## src/hw/eamg_pkg.sv

```systemverilog
package eamg_pkg;

  // Widths of the bus and of the power samples
  localparam int PWR_W = 24;
  localparam int ADR_W = 8;
  localparam int DAT_W = 32;
  localparam int IDX_W = 6;
  localparam int REG_W = 8;
  localparam int IRQ_W = 3;
  localparam int SEL_DATA_LANE = 0;

  // Register indexes; byte address is four times the index
  localparam logic [IDX_W-1:0] IDX_ACCUMULATION_MODE = 6'h0F;
  localparam logic [IDX_W-1:0] IDX_GAIN = 6'h1B;
  localparam logic [IDX_W-1:0] IDX_IRQ_STAT = 6'h20;
  localparam logic [IDX_W-1:0] IDX_IRQ_MASK = 6'h21;
  localparam logic [IDX_W-1:0] IDX_LIVE = 6'h22;

  // Highest gain code with a defined gain (16)
  localparam logic [2:0] GAIN_MAX_CODE = 3'h4;

  typedef struct packed {
    logic cyc;
    logic stb;
    logic we;
    logic [ADR_W-1:0] adr;
    logic [3:0] sel;
    logic [DAT_W-1:0] dat;
  } eamg_wb_req_t;

  // Layout of the accumulation-mode register, bit 7 down to bit 0
  typedef struct packed {
    logic tamper_current_select;
    logic fault_event_edge;
    logic reactive_sign_edge;
    logic active_sign_edge;
    logic reactive_absolute_accum;
    logic reactive_signed_by_active;
    logic active_positive_only;
    logic active_absolute_accum;
  } eamg_acc_mode_t;

  // Layout of the channel gain register, bit 7 down to bit 0
  typedef struct packed {
    logic [2:0] voltage_gain_sel;
    logic reserved;
    logic sign_detect_source;
    logic [2:0] current_gain_sel;
  } eamg_gain_t;

  // Layout of interrupt status and mask, bit 2 down to bit 0
  typedef struct packed {
    logic fault;
    logic reactive;
    logic active;
  } eamg_irq_t;

  typedef struct packed {
    logic signed [PWR_W-1:0] active;
    logic signed [PWR_W-1:0] reactive;
  } eamg_power_t;

  typedef struct packed {
    eamg_power_t pwr;
    logic valid;
  } eamg_shape_st_t;

  typedef struct packed {
    eamg_acc_mode_t acc;
    eamg_gain_t gain;
    eamg_irq_t stat;
    eamg_irq_t mask;
    logic ack;
    logic [DAT_W-1:0] rdat;
    logic irq;
    logic act_seen;
    logic act_neg;
    logic rea_seen;
    logic rea_neg;
    logic fault_prev;
  } eamg_top_st_t;

  // Every register default is zero
  localparam eamg_top_st_t TOP_ST_RST = '0;
  localparam eamg_shape_st_t SHAPE_ST_RST = '0;

endpackage

```

## src/hw/eamg_accum_shape.sv

```systemverilog
`timescale 1ns/1ps
module eamg_accum_shape import eamg_pkg::*; (
  input logic core_clk,
  input logic rst,
  input eamg_power_t sample,
  input logic sample_valid,
  input eamg_acc_mode_t mode,
  output eamg_power_t shaped,
  output logic shaped_valid
);

  eamg_shape_st_t s_r;
  eamg_shape_st_t s_nxt;

  always_comb begin
    logic signed [PWR_W-1:0] act;
    logic signed [PWR_W-1:0] rea;
    act = sample.active;
    rea = sample.reactive;
    s_nxt = s_r;
    s_nxt.valid = sample_valid;
    // Absolute wins over positive-only when both are set
    if (mode.active_absolute_accum && act < 0) begin
      act = -act;
    end else if (mode.active_positive_only && act < 0) begin
      act = '0;
    end
    if (mode.reactive_absolute_accum && rea < 0) begin
      rea = -rea;
    end else if (!mode.reactive_absolute_accum &&
                 mode.reactive_signed_by_active && sample.active < 0) begin
      rea = -rea;
    end
    // Most negative sample wraps on negation; front end never reaches it
    if (sample_valid) begin
      s_nxt.pwr.active = act;
      s_nxt.pwr.reactive = rea;
    end
  end

  always_ff @(posedge core_clk) begin
    if (rst) begin
      s_r <= SHAPE_ST_RST;
    end else begin
      s_r <= s_nxt;
    end
  end

  assign shaped = s_r.pwr;
  assign shaped_valid = s_r.valid;
endmodule

```

## src/hw/eamg_top.sv

```systemverilog
// Decided for this implementation: the Wishbone interface to the registers.
`timescale 1ns/1ps
module eamg_top import eamg_pkg::*; (
  input logic core_clk,
  input logic rst,

  input eamg_wb_req_t wb_req,
  output logic [DAT_W-1:0] wb_dat_r,
  output logic wb_ack,

  input eamg_power_t power_in,
  input logic power_valid,
  input logic active_cf_pulse,
  input logic reactive_cf_pulse,
  input logic fault_mode,
  input logic tamper_chan_b,

  output eamg_power_t shaped_power,
  output logic shaped_valid,
  output logic [2:0] voltage_gain_sel,
  output logic [2:0] current_gain_sel,
  output logic sign_detect_source,
  output logic irq
);

  eamg_top_st_t st_r;
  eamg_top_st_t st_nxt;

  logic take;
  logic wr;
  logic [IDX_W-1:0] idx;
  logic act_stb;
  logic rea_stb;
  logic act_now_neg;
  logic rea_now_neg;
  eamg_irq_t ev;
  eamg_irq_t clr;

  // Sign change of the wanted direction, ignoring the very first sample
  function automatic logic sign_event(
    input logic seen,
    input logic prev_neg,
    input logic now_neg,
    input logic edge_sel
  );
    return seen && (prev_neg != now_neg) && (now_neg != edge_sel);
  endfunction

  function automatic logic gain_ok(input logic [2:0] code);
    return code <= GAIN_MAX_CODE;
  endfunction

  function automatic logic is_reg(
    input logic [IDX_W-1:0] a,
    input logic [IDX_W-1:0] r
  );
    return a == r;
  endfunction

  assign take = wb_req.cyc && wb_req.stb && !st_r.ack;
  assign idx = wb_req.adr[ADR_W-1:2];
  // Registers live in byte lane 0; other lanes alone write nothing
  assign wr = take && wb_req.we && wb_req.sel[SEL_DATA_LANE];

  // Sign source follows the detect-source bit
  assign act_stb = st_r.gain.sign_detect_source ?
                   active_cf_pulse : power_valid;
  assign rea_stb = st_r.gain.sign_detect_source ?
                   reactive_cf_pulse : power_valid;
  assign act_now_neg = power_in.active[PWR_W-1];
  assign rea_now_neg = power_in.reactive[PWR_W-1];

  always_comb begin
    ev.active = act_stb && sign_event(st_r.act_seen, st_r.act_neg,
      act_now_neg, st_r.acc.active_sign_edge);
    ev.reactive = rea_stb && sign_event(st_r.rea_seen, st_r.rea_neg,
      rea_now_neg, st_r.acc.reactive_sign_edge);
    // Edge bit 0 fires on entering fault, 1 on returning to normal
    ev.fault = (fault_mode != st_r.fault_prev) &&
               (fault_mode != st_r.acc.fault_event_edge);
  end

  always_comb begin
    clr = '0;
    if (wr && is_reg(idx, IDX_IRQ_STAT)) begin
      clr = eamg_irq_t'(wb_req.dat[IRQ_W-1:0]);
    end
  end

  always_comb begin
    eamg_gain_t gw;
    gw = eamg_gain_t'(wb_req.dat[REG_W-1:0]);
    st_nxt = st_r;
    st_nxt.ack = take;
    st_nxt.rdat = '0;

    // Channel in use is live state, never written by software
    st_nxt.acc.tamper_current_select = tamper_chan_b;

    if (wr && is_reg(idx, IDX_ACCUMULATION_MODE)) begin
      st_nxt.acc = eamg_acc_mode_t'({tamper_chan_b,
                                     wb_req.dat[REG_W-2:0]});
    end

    if (wr && is_reg(idx, IDX_GAIN)) begin
      // Undefined codes leave the old gain in place
      if (gain_ok(gw.voltage_gain_sel)) begin
        st_nxt.gain.voltage_gain_sel = gw.voltage_gain_sel;
      end
      if (gain_ok(gw.current_gain_sel)) begin
        st_nxt.gain.current_gain_sel = gw.current_gain_sel;
      end
      st_nxt.gain.sign_detect_source = gw.sign_detect_source;
      st_nxt.gain.reserved = 1'b0;
    end

    if (wr && is_reg(idx, IDX_IRQ_MASK)) begin
      st_nxt.mask = eamg_irq_t'(wb_req.dat[IRQ_W-1:0]);
    end

    // A new event in the clearing cycle survives the clear
    st_nxt.stat = (st_r.stat & ~clr) | ev;
    st_nxt.irq = |(st_nxt.stat & st_nxt.mask);

    if (act_stb) begin
      st_nxt.act_seen = 1'b1;
      st_nxt.act_neg = act_now_neg;
    end
    if (rea_stb) begin
      st_nxt.rea_seen = 1'b1;
      st_nxt.rea_neg = rea_now_neg;
    end
    st_nxt.fault_prev = fault_mode;

    // Unmapped indexes read zero and still acknowledge
    if (take && !wb_req.we) begin
      case (idx)
        IDX_ACCUMULATION_MODE: st_nxt.rdat[REG_W-1:0] = st_r.acc;
        IDX_GAIN: st_nxt.rdat[REG_W-1:0] = st_r.gain;
        IDX_IRQ_STAT: st_nxt.rdat[IRQ_W-1:0] = st_r.stat;
        IDX_IRQ_MASK: st_nxt.rdat[IRQ_W-1:0] = st_r.mask;
        IDX_LIVE: st_nxt.rdat[4:0] = {st_r.fault_prev,
                                      st_r.rea_seen, st_r.rea_neg,
                                      st_r.act_seen, st_r.act_neg};
        default: st_nxt.rdat = '0;
      endcase
    end
  end

  always_ff @(posedge core_clk) begin
    if (rst) begin
      st_r <= TOP_ST_RST;
    end else begin
      st_r <= st_nxt;
    end
  end

  eamg_accum_shape u_shape (
    .core_clk(core_clk),
    .rst(rst),
    .sample(power_in),
    .sample_valid(power_valid),
    .mode(st_r.acc),
    .shaped(shaped_power),
    .shaped_valid(shaped_valid)
  );

  assign wb_dat_r = st_r.rdat;
  assign wb_ack = st_r.ack;
  assign irq = st_r.irq;
  assign voltage_gain_sel = st_r.gain.voltage_gain_sel;
  assign current_gain_sel = st_r.gain.current_gain_sel;
  assign sign_detect_source = st_r.gain.sign_detect_source;
endmodule

```

## config.mk

```make
export PLATFORM = sky130hd
export DESIGN_NAME = eamg_top
export DESIGN_NICKNAME = d
export VERILOG_FILES = /design/src/hw/eamg_pkg.sv /design/src/hw/eamg_accum_shape.sv /design/src/hw/eamg_top.sv
export SDC_FILE = /design/constraint.sdc
export NUM_CORES = 1
export LEC_CHECK = 0
export ABC_AREA = 1
export BUFFER_PORTS_ARGS = -buffer_cell sky130_fd_sc_hd__buf_2
export CORE_AREA = 4 4 130 95
export DETAILED_ROUTE_END_ITERATION = 12
export DIE_AREA = 0 0 134 99
export PLACE_DENSITY = 0.75
export SYNTH_ARGS = -nofsm -noshare
export SYNTH_HDL_FRONTEND = slang
export SYNTH_SLANG_ARGS = --single-unit
```

## constraint.sdc

```tcl
create_clock -name core_clk -period 1.7 [get_ports core_clk]
set_input_delay 0 -clock core_clk [delete_from_list [all_inputs] [get_ports core_clk]]
set_output_delay 0 -clock core_clk [all_outputs]
set_load 0.03 [all_outputs]
```

* After elaboration in Yosys (flattened, before gate mapping) *
Index checks and enable logic that the tools add are counted.

word-level totals
  input bits = 102
  word-level logic and storage cells = 90
  register bits after elaboration = 109
  output and inout port bits = 90

cells by class
  mux-type cells = 11
  add/subtract/negate cells = 2
  equality and inequality tests = 11
  bitwise operators = 5
  reductions and logical operators = 28
  $lt $le $gt $ge = 4

operator list
  cell                   count
  $mux W24               4
  $lt A24 B1 Y1 const B  2
  $neg A24 Y24           2
  $logic_and A1 B1 Y1    21
  $eq A6 B6 Y1 const B   3
  $pmux W3 S5            1
  $and A3 B3 Y3          2
  $eq A6 B4 Y1 const B   1
  $eq A6 B5 Y1 const B   1
  $le A3 B3 Y1 const B   2
  $mux W3                2
  $ne A1 B1 Y1           6
  $pmux W2 S3            1
  $pmux W3 S2            1
  $reduce_and A2 Y1      2
  $logic_not A1 Y1       3
  $not A3 Y3             1
  $or A3 B3 Y3           1
  $reduce_or A3 Y1       1
  $mux W1                2
  $reduce_or A2 Y1       1
  $not A1 Y1             1

* Longest topological paths before layout *
Gate-level depths: netlist (run 1).

  word-level depth = 11
  gate-level depth with buffers = 10
  depth with buffers taken out = 10

* Hierarchy *
A second synthesis (run 1) with hierarchy kept.

unflattened totals
  cells, all modules = 792
  area total of the unflattened synthesis = 5054.8 sq um

by module, submodules not included
  module            seq. area each (sq um)  instances  cells each  area an instance (sq um)
  eamg_accum_shape  980.9                   1          512         3136.8
  eamg_top          720.7                   1          280         1918.1

* Worst setup path before layout (run 1) *
Ideal clock, no wire load.

  path kind = register to register
  start point = reg st_r, in the netlist wb_ack
  end point = reg st_r, in the netlist current_gain_sel[0]
  slack = 0.257 ns
  cell stages (with the launch flop) = 9
  setup time = 0.119 ns
  path buffers = 0
  period minus slack after synthesis = 1.443 ns
  data arrival time = 1.324 ns
  required time = 1.581 ns
  cell sequence = dfxtp_1 -> nor2_1 -> inv_1 -> nor2_1 -> inv_1 -> nor2_4 -> nand2_2 -> o21ai_0 -> a21oi_1

between the ends
  word-level cells in the longest chain between the ends = 6

RTL lines
  item                                line             RTL
  start: declaration                  eamg_top.sv:26   eamg_top_st_t st_r;
  start signal: assignment            eamg_top.sv:154  st_r <= st_nxt;
  $logic_not A1 Y1                    eamg_top.sv:60   assign take = wb_req.cyc && wb_req.stb && !st_r.ack;
  $logic_and A1 B1 Y1                 eamg_top.sv:60
  $logic_and A1 B1 Y1 (2 in a row)    eamg_top.sv:63   assign wr = take && wb_req.we && wb_req.sel[SEL_DATA_LANE];
  $logic_and A1 B1 Y1                 eamg_top.sv:105  if (wr && is_reg(idx, IDX_GAIN)) begin
  $reduce_and A2 Y1 (no source line)  n/a

No other way between the ends.
A chain may end at the register's enable or synchronous reset.

* Final worst setup path (run 1) *
  start point = reg st_r[56] (netlist name)
  end point = reg u_shape.s_r, in the netlist u_shape.shaped[5]

between the ends
  word-level cells in the longest chain between the ends = 5
  elaborated cells on any way between the ends = 6
  those cells by class = 2 x mux; 4 x reduce/logical

RTL lines
  item                    line                    RTL
  $logic_not A1 Y1        eamg_accum_shape.sv:30  end else if (!mode.reactive_absolute_accum &&
  $logic_and A1 B1 Y1     eamg_accum_shape.sv:30
  $logic_and A1 B1 Y1     eamg_accum_shape.sv:31  mode.reactive_signed_by_active && sample.active < 0) begin
  $mux W24                eamg_accum_shape.sv:30
  $mux W24 (*)            eamg_accum_shape.sv:28  if (mode.reactive_absolute_accum && rea < 0) begin
  end signal: assignment  eamg_accum_shape.sv:45  s_r <= s_nxt;
  end: declaration        eamg_accum_shape.sv:12  eamg_shape_st_t s_r;

Every way passes the cells marked *; elsewhere a longest branch is shown, timed or not.

==> flow_summary.ini, run 1 <==
[status]
outcome = finished, final reports clean

[drt]
avgViaCountPerCell = 4.94
ant_nets = 0
drt_iter0_markers = 386
drc = 0
firstDrtPassIters = 5
drt-total-wl_microns = 14400
num_vias = 5327
routedWlPerCell_microns = 13.3

[cts]
clkTransAtPathRegs_ps = 60
cts-buffers-inserted = 9
cts_sinks = 85
cts_root_buf = clkbuf_16
htreeDepth = 3
cts_buffer_depth = 2
clk_latency_ps = 330
tritoncts = done

[timing]
clock_skew_ps = 3.97
hold_viol = 0
max_freq_mhz = 656
worstMarginPinSlew_ps = 509
slew_headroom_pct = 66.0
fin_crit_sh_pct = 89.6
finalCriticalPeriod_ps = 1520
setup_ws_ps = 176
finalSetupViolCount = 0
slew_violations = 0

[floorplanning]
core_sq_um = 10900
initial_core_util_pct = 44.6
die_w_microns = 134
die_h_microns = 99
rows = 32
dieArea_sq_um = 13300
io_pins = 192

[placed_design]
post-place-ws_ps = 0.837
post_dp_cell_area_sq_um = 5560
gp_congestion = 0.934
dp.cells = 1029
numPortBuffers = 138
dp_hpwl_microns = 10700

[setup_path]
start_kind = flip-flop
path_max_fanout = 14
critPathTopFamily = compound AO/OA/AOI/OAI gates
endpoint_kind = flip-flop
critPathMaxStageDelay_ps = 440
crit_path_frequent_cell = o21ai_0
critPathBufInv = 2
cp_slowest_cell = dfxtp_2
crit_chain = nand2_1 > o21ai_4 > buf_12 > o21ai_0 > a21oi_1 > o21ai_0 > o211ai_1 > inv_1
crit_type = reg -> reg
arrival_ps = 1750
worstPathRequired_ps = 1930

[global_route]
antenna_found_initial = 0
grtUsageTotal_pct = 21.2
grt_max_degree = 33
grt_first_pass_wirelength_microns = 23000
grt_pass1_vias = 4716
grt-ovfl-total = 0

[synth]
postSynthCellCount = 764
synth_common_cells = nand2_1 (163), nor2_1 (106), inv_1 (93), dfxtp_1 (85), o21ai_0 (71)
ys_ff_latch = 85
synth_cell_type_count = 31
yosysTopAreaCellShare_pct = 34.9
yosysWarnings = 0
synth_flop_cell = dfxtp_1
synthesis.area_sq_um = 4870
synth_top_cell_by_area = dfxtp_1
synth_edf_count = 0
yosysSeqAreaShare_pct = 34.9
async_reset_ff_share_pct = 0
yosysMostFrequentCell = nand2_1
yosys-top-cells-area = dfxtp_1 (35%), nand2_1 (13%), nor2_1 (8.2%)
avgSynthCellArea_sq_um = 6.38

[finish]
final_area_sq_um = 6250
syn_to_final_growth_pct = 28.2
nNetsFinal = 1026
num-fill-cells = 1082
drive_gt1_share_pct = 19.4
instances_no_fill = 1079
fin_util_pct = 57.2
n_antenna_cell = 0

[hold_path]
hold_path_class = in -> reg

[power_and_ir_drop]
p_total_mw = 5.10
power.leakage_nw = 3.04
power_density_nw_per_um2 = 815
peakVddDrop_v = 0.000582

[flow_run]
maxCapViolCount = 0
path summary, 6_finish.rpt:
| check | end | slack (ps) | startpoint | cells after the start |
|---|---|---|---|---|
| max | u_shape.shaped[5]$_SDFFE_PP0P_ | 180 | st_r[56]$_SDFFE_PP0P_ | 8 |
| min | u_shape.shaped[39]$_SDFFE_PP0P_ | 30 | power_in[39] | 4 |
| max reg2reg | u_shape.shaped[5]$_SDFFE_PP0P_ | 180 | st_r[56]$_SDFFE_PP0P_ | 8 |
| min reg2reg | wb_dat_r[7]$_SDFF_PP0_ | 450 | st_r[60]$_SDFF_PP0_ | 2 |
flip-flops by register name, summed over array words and instances (netlist names):
register and cells:
voltage_gain_sel 3, st_r 19, wb_dat_r 8, irq 1
current_gain_sel 3, u_shape.shaped_valid 1, u_shape.shaped 48, sign_detect_source 1
wb_ack 1
kinds of logic after synthesis:
logic type | count (synthesis) | synth area share (%)
flops | 85 | 34.9
buf+inv | 157 | 15.5
compound gates | 158 | 17.5
other cells | 1 | 0.0769
xor+xnor | 7 | 1.26
fa+ha+maj | 2 | 0.513
simple gates | 354 | 30.3
worst reg2reg max path: stages, from the launching register on:
cell and delay [ps]:
dfxtp_2 440, nand2_1 230, o21ai_4 120, buf_12 150
o21ai_0 110, a21oi_1 120, o21ai_0 100, o211ai_1 90
inv_1 60
cell type report:
class	count	area [sq um]	share of cell area, %
Clock buffer	10	229	3.66
Multi-Input combinational cell	546	2530	40.6
Inverter	95	357	5.70
Clock inverter	5	85.1	1.36
Timing Repair Buffer	185	1150	18.4
Sequential cell	85	1700	27.2
Tap cell	153	191	3.06
placed cells by master (no fill, tap or decap), drive strengths merged:
master,count
a21o,1
buf,152
nand2,165
nand3,61
xor2,7
clkinv,3
nor2,108
o221ai,3
dlygate4sd3,33
a21oi,58
dfxtp,85
clkbuf,10
conb,24
a31oi,6
nor3,6
o311ai,1
clkinvlp,1
o21ai,77
ha,2
o22ai,6
nand4,12
inv,94
o211ai,7
bufinv,2
or2,2
stage by stage:
stage | setup TNS, ps | hold slack, ps
2_1_floorplan | 0 | 83.9
3_3_place_gp | 0 | 213
3_5_place_dp | 0 | 209
4_1_cts | 0 | 0.483
5_1_grt | -4.65 | 48.0
6_report | 0 | 25.1
per-layer routing:
layer | vias to the layer above | GRT usage [%] | part of all wire [%]
met4 | 0 | 5.22 | 0.86
met3 | 12 | 5.71 | 8.8
met5 | - | 0 | 0
met1 | 2371 | 29.8 | 47
li1 | 2730 | - | -
met2 | 214 | 32.4 | 44
power by group:
part / internal (mW) / switching, mW / total [mW] / leakage (nW)
logic: 0.293 / 0.581 / 0.874 / 2.19
clock network: 1.29 / 0.811 / 2.10 / 0.149
registers: 2.08 / 0.0442 / 2.13 / 0.699
repair_timing:
action                                  4_1_cts  5_1_grt
buffers inserted                              0        1
pin swaps                                     1        1
gates cloned                                  1        0
resized for setup                             0        6
endpoints found under the setup margin        1       24
hold endpoints to repair                     38        0
hold buffers                                 33        0
No activity file was read; power rests on OpenSTA's default activity.
==> inputs of run 2 (changes only) <==
--- a/config.mk
+++ b/config.mk
@@ -7,10 +7,11 @@
 export LEC_CHECK = 0
 export ABC_AREA = 1
 export BUFFER_PORTS_ARGS = -buffer_cell sky130_fd_sc_hd__buf_2
-export CORE_AREA = 4 4 130 95
+export CORE_AREA = 4 4 132 96
 export DETAILED_ROUTE_END_ITERATION = 12
-export DIE_AREA = 0 0 134 99
+export DIE_AREA = 0 0 136 100
 export PLACE_DENSITY = 0.75
 export SYNTH_ARGS = -nofsm -noshare
 export SYNTH_HDL_FRONTEND = slang
+export SYNTH_HIERARCHICAL = 1
 export SYNTH_SLANG_ARGS = --single-unit
==> flow_summary.ini, run 2 <==
[setup_path]
arrival_ps = 1770
crit_type = in -> reg
path_max_fanout = 11
worstSetupStartpoint = power_in[25]
r2r-start = st_r[53]$_SDFFE_PP0P_
endpoint_kind = flip-flop
start_kind = primary input
worstPathRequired_ps = 1940

[floorplanning]
die_w_microns = 136
core_sq_um = 11400
rows = 33
die_h_microns = 100
initial_core_util_pct = 44.2
io_pins = 192
dieArea_sq_um = 13600

[cts]
cts_sinks = 85
clk_latency_ps = 340
htreeDepth = 3
clkTransAtPathRegs_ps = 70
cts_buffer_depth = 2
cts_setup_buffers = 0
tritoncts = done
cts_root_buf = clkbuf_16
cts-buffers-inserted = 9

[synth]
synth_common_cells = nand2_1 (210), nor2_1 (116), dfxtp_1 (85), inv_1 (70), nand3_1 (68)
yosysMostFrequentCell = nand2_1
yosys-top-cells-area = dfxtp_1 (34%), nand2_1 (16%), nor2_1 (8.6%)
yosysTopAreaCellShare_pct = 33.7
avgSynthCellArea_sq_um = 6.38
yosysWarnings = 6
postSynthCellCount = 792
synth_flop_cell = dfxtp_1
synth_cell_type_count = 43
synth_top_cell_by_area = dfxtp_1
ys_ff_latch = 85
yosysSeqAreaShare_pct = 33.7
synth_edf_count = 0
synthesis.area_sq_um = 5050
async_reset_ff_share_pct = 0

[global_route]
grt_first_pass_wirelength_microns = 23400
grtUsageTotal_pct = 21.1
grt-ovfl-total = 0
grt_pass1_vias = 4817
antenna_found_initial = 1
grt_max_degree = 35

[timing]
slew_headroom_pct = 61.4
hold_viol = 0
slew_violations = 0
tns_ps = 0
fin_crit_sh_pct = 90.2
finalSetupViolCount = 0
max_freq_mhz = 652
finalCriticalPeriod_ps = 1530
worstMarginPinSlew_ps = 578
rsz0062_at_grt = false
clock_skew_ps = 3.47

[hold_path]
min_from = active_cf_pulse
hold_path_class = in -> reg

[finish]
num-fill-cells = 1143
final_cell_mix = nand2_1 (209), buf_2 (138), nor2_1 (116)
largest_register_ff_count = 48
layout_commonest_cell = nand2_1
drive_gt1_share_pct = 20.5
nNetsFinal = 1050
n_antenna_cell = 0
syn_to_final_growth_pct = 25.2

[drt]
top_layer_used = met5
wl_met3_microns = 1320
wl_met1_microns = 6770
drt_iter0_markers = 384
avgViaCountPerCell = 4.95
ant_nets = 0
firstDrtPassIters = 5
drt-total-wl_microns = 14300
drc = 0
num_vias = 5486
met2WireLength_microns = 5980
routedWlPerCell_microns = 12.9

[power_and_ir_drop]
p_comb_share_pct = 18.0
switching_power_mw = 1.49
power_density_nw_per_um2 = 770
internal_power_mw = 3.38
seqPwrFrac_pct = 43.6
p_total_mw = 4.87
p_sw_share_pct = 30.6
peakVddDrop_v = 0.000512
power.leakage_nw = 3.22
clkPwrFrac_pct = 38.4

[status]
outcome = finished, final reports clean

[placed_design]
gp_congestion = 0.894
numPortBuffers = 138
dp_hpwl_microns = 10700

[flow_run]
maxCapViolCount = 0
==> run 2: timing repair <==
action                     4_1_cts  5_1_grt
hold endpoints to repair        38        0
gates resized for setup          0        5
hold buffers                    34        0
setup endpoints to repair        0        6
==> run 2: kinds of logic (layout without fill, tap and decap cells) <==
logic type / count (synthesis) / count (layout) / synth area share [%]
adders and majority gates: 2 / 2 / 0.495
AOI/OAI and AO/OA: 125 / 125 / 13.8
xor gates and xnor gates: 6 / 6 / 1.04
buffers and inverters: 136 / 272 / 13.9
other: 1 / 24 / 0.0742
and+or+nand+nor: 437 / 437 / 37.1
DFF: 85 / 85 / 33.7
==> run 2: power groups by stage <==
stage | logic (mW) | registers (mW) | clock network (mW)
3_5_place_dp | 0.808 | 2.17 | 0
4_1_cts | 0.871 | 2.12 | 1.93
3_3_place_gp | 0.802 | 2.17 | 0
5_1_grt | 0.967 | 2.13 | 2.02
2_1_floorplan | 0.413 | 2.31 | 0
6_report | 0.878 | 2.12 | 1.87
==> run 2: cell type report <==
type / count / area (sq um) / area share, %
clock buffer: 9 / 225 / 3.56
clock inverter: 7 / 58.8 / 0.929
inverter: 75 / 285 / 4.51
multi-input combinational: 594 / 2760 / 43.7
sequential: 85 / 1700 / 26.9
tap: 157 / 196 / 3.10
timing repair buffer: 181 / 1100 / 17.4
==> run 2: final timing paths <==
kind,to,slack (ps),cells after the start
worst max-delay path,u_shape/shaped[37]$_SDFFE_PP0P_,170,11
worst min-delay path,st_r[3]$_SDFFE_PP0P_,9,4
worst max register to register,u_shape/shaped[37]$_SDFFE_PP0P_,200,7
worst min register to register,wb_dat_r[7]$_SDFF_PP0_,440,2
==> run 2: per-layer routing <==
| metal | up-vias | global-route usage [%] |
|---|---|---|
| li1 | 2816 | - |
| met1 | 2413 | 30.2 |
| met2 | 233 | 30.9 |
| met3 | 22 | 6.11 |
| met4 | 2 | 5.65 |
| met5 | - | 0 |
==> run 2: critical path: stages <==
cell and delay (ps):
dlygate4sd3_1 550, buf_2 140, nor2_1 120, nand2_1 90, nor2_1 90, nand2_1 70, nand2_1 250, a21o_2 180
nand3_1 120, nand2_1 110, inv_1 40
==> run 2: metrics by stage <==
stage / cell area [sq um] / cells / worst slack [ps] / util, % / hold WS, ps
after floorplan: 5140 / 815 / 260 / - / 107
after global placement: 5680 / 1058 / 262 / 49.7 / 217
after detailed placement: 5680 / 1058 / 217 / 49.7 / 209
after CTS: 6300 / 1108 / 19.9 / 55.1 / 0.856
after global routing: 6330 / 1108 / 26.4 / 55.3 / 26.5
final: 6330 / 1108 / 166 / 55.3 / 9.33
==> inputs of run 3 (changes only) <==
--- a/config.mk
+++ b/config.mk
@@ -11,6 +11,7 @@
 export DETAILED_ROUTE_END_ITERATION = 12
 export DIE_AREA = 0 0 136 100
 export PLACE_DENSITY = 0.75
+export REMOVE_ABC_BUFFERS = 1
 export SYNTH_ARGS = -nofsm -noshare
 export SYNTH_HDL_FRONTEND = slang
 export SYNTH_HIERARCHICAL = 1
==> flow_summary.ini, run 3 (synthesis gave the netlist of run 2 again) <==
[finish]
nNetsFinal = 1046
seq_area_sq_um = 1700
layout_commonest_cell = nand2_1
syn_to_final_growth_pct = 24.6
num-fill-cells = 1182
drive_gt1_share_pct = 20.8
n_antenna_cell = 0
final_area_sq_um = 6300
fin_util_pct = 55.1
final_cell_mix = nand2_1 (209), buf_2 (138), nor2_1 (116)
multi_input_area_sq_um = 2770
instances_no_fill = 1104
largest_register_ff_count = 48

[timing]
fin_crit_sh_pct = 91.9
finalCriticalPeriod_ps = 1560
hold_viol = 0
worstMarginPinSlew_ps = 620
max_freq_mhz = 640
setup_ws_ps = 137
finalSetupViolCount = 0
clock_skew_ps = 8.23
holdWs_ps = 8.63
tns_ps = 0
slew_violations = 0
slew_headroom_pct = 58.6
rsz0062_at_grt = false

[drt]
routedWlPerCell_microns = 13.3
num_vias = 5379
drc = 0
firstDrtPassIters = 5
drt-total-wl_microns = 14700
ant_nets = 0
drt_iter0_markers = 428
avgViaCountPerCell = 4.87

[placed_design]
dp_hpwl_microns = 10900
dp.cells = 1059
post_dp_cell_area_sq_um = 5690
gp_congestion = 0.920
numPortBuffers = 138
post-place-ws_ps = 229

[cts]
tritoncts = done
cts_root_buf = clkbuf_16
clk_latency_ps = 340
cts_setup_buffers = 0
cts-buffers-inserted = 9
cts_buffer_depth = 2
cts_sinks = 85
htreeDepth = 3
clkTransAtPathRegs_ps = 60

[status]
outcome = finished, final reports clean

[floorplanning]
die_w_microns = 136
dieArea_sq_um = 13600
rows = 33
initial_core_util_pct = 44.2
die_h_microns = 100
core_sq_um = 11400
io_pins = 192

[setup_path]
crit_type = in -> reg
rrSetupSlack_ps = 200
r2r-start = st_r[53]$_SDFFE_PP0P_
start_kind = primary input
reg2reg_depth = 7
endpoint_kind = flip-flop
crit_chain = dlygate4sd3_1 > buf_2 > inv_1 > ha_2 > nand3_2 > o21ai_0 > nand2_1 > xnor2_1 > a21oi_1
path_max_fanout = 4
arrival_ps = 1780
cp_slowest_cell = dlygate4sd3_1
critPathTopFamily = buffers and inverters
worstPathRequired_ps = 1920
reg2reg_to = u_shape/shaped[45]$_SDFFE_PP0P_
critPathMaxStageDelay_ps = 540
critPathBufInv = 3

[global_route]
antenna_found_initial = 0
grt_max_degree = 47
grt_first_pass_wirelength_microns = 23700
grt_pass1_vias = 4817
grtUsageTotal_pct = 21.4
grt-ovfl-total = 0

[power_and_ir_drop]
p_total_mw = 4.98
p_sw_share_pct = 28.7
p_comb_share_pct = 17.5
power_density_nw_per_um2 = 791
clkPwrFrac_pct = 39.8
peakVddDrop_v = 0.000469
internal_power_mw = 3.55
power.leakage_nw = 3.21
seqPwrFrac_pct = 42.7
switching_power_mw = 1.43

[hold_path]
hold_path_class = in -> reg
min_to = st_r[3]$_SDFFE_PP0P_
hold_path_depth = 4
min_from = active_cf_pulse

[flow_run]
maxCapViolCount = 0
==> run 3: cell count changes in the layout (fill, tap and decap cells not counted), sizes merged <==
cell and delta:
o21bai +1, dlygate4sd3 -6, buf +1, bufinv +1, inv -2, clkbuf +2, clkinvlp -1
==> run 3: layout make-up <==
class,instances,share of cell area [%]
tap,157,3.12
clock buffer,11,3.85
clock inverter,5,0.954
timing repair buffer,176,16.6
sequential,85,27.0
inverter,75,4.53
multi-input combinational,595,43.9
==> run 3: worst register-to-register path: cells and delay by family, from the launching register on <==
family / cells / cell delay (ps)
buffers and inverters: 1 / 180
and+or+nand+nor: 5 / 650
AOI/OAI and AO/OA: 1 / 70
DFF: 1 / 470
==> run 3: metal layers <==
metal	global-route usage, %	up-vias	share of wire (%)
li1	-	2800	-
met1	31.7	2352	49
met2	32.1	219	42
met3	5.01	8	8.4
met4	3.64	0	0.47
met5	0	-	0
==> run 3: how the worst max path moves through the flow <==
| stage | startpoint | end | slack, ps | depth (start not counted) |
|---|---|---|---|---|
| floorplan | wb_ack$_SDFF_PP0_ | st_r[57]$_SDFFE_PP0P_ | 260 | 8 |
| global placement | st_r[53]$_SDFFE_PP0P_ | u_shape/shaped[45]$_SDFFE_PP0P_ | 250 | 7 |
| detailed placement | st_r[53]$_SDFFE_PP0P_ | u_shape/shaped[45]$_SDFFE_PP0P_ | 230 | 7 |
| CTS | power_in[0] | u_shape/shaped[18]$_SDFFE_PP0P_ | 60 | 13 |
| global route | power_in[0] | u_shape/shaped[20]$_SDFFE_PP0P_ | 3 | 13 |
| finish | power_in[0] | u_shape/shaped[16]$_SDFFE_PP0P_ | 140 | 9 |
==> run 3: power groups by stage <==
stage                     logic (mW)  clock network, mW  registers (mW)
after floorplan                0.331                  0            2.31
after global placement         0.807                  0            2.17
after detailed placement       0.811                  0            2.17
after CTS                      0.864               2.03            2.12
after global routing           0.960               2.11            2.13
final                          0.873               1.98            2.12
==> run 3: timing repair <==
action	in CTS	in global routing
hold endpoints to repair	32	0
endpoints found under the setup margin	0	6
resized for setup	0	4
hold buffers	28	0
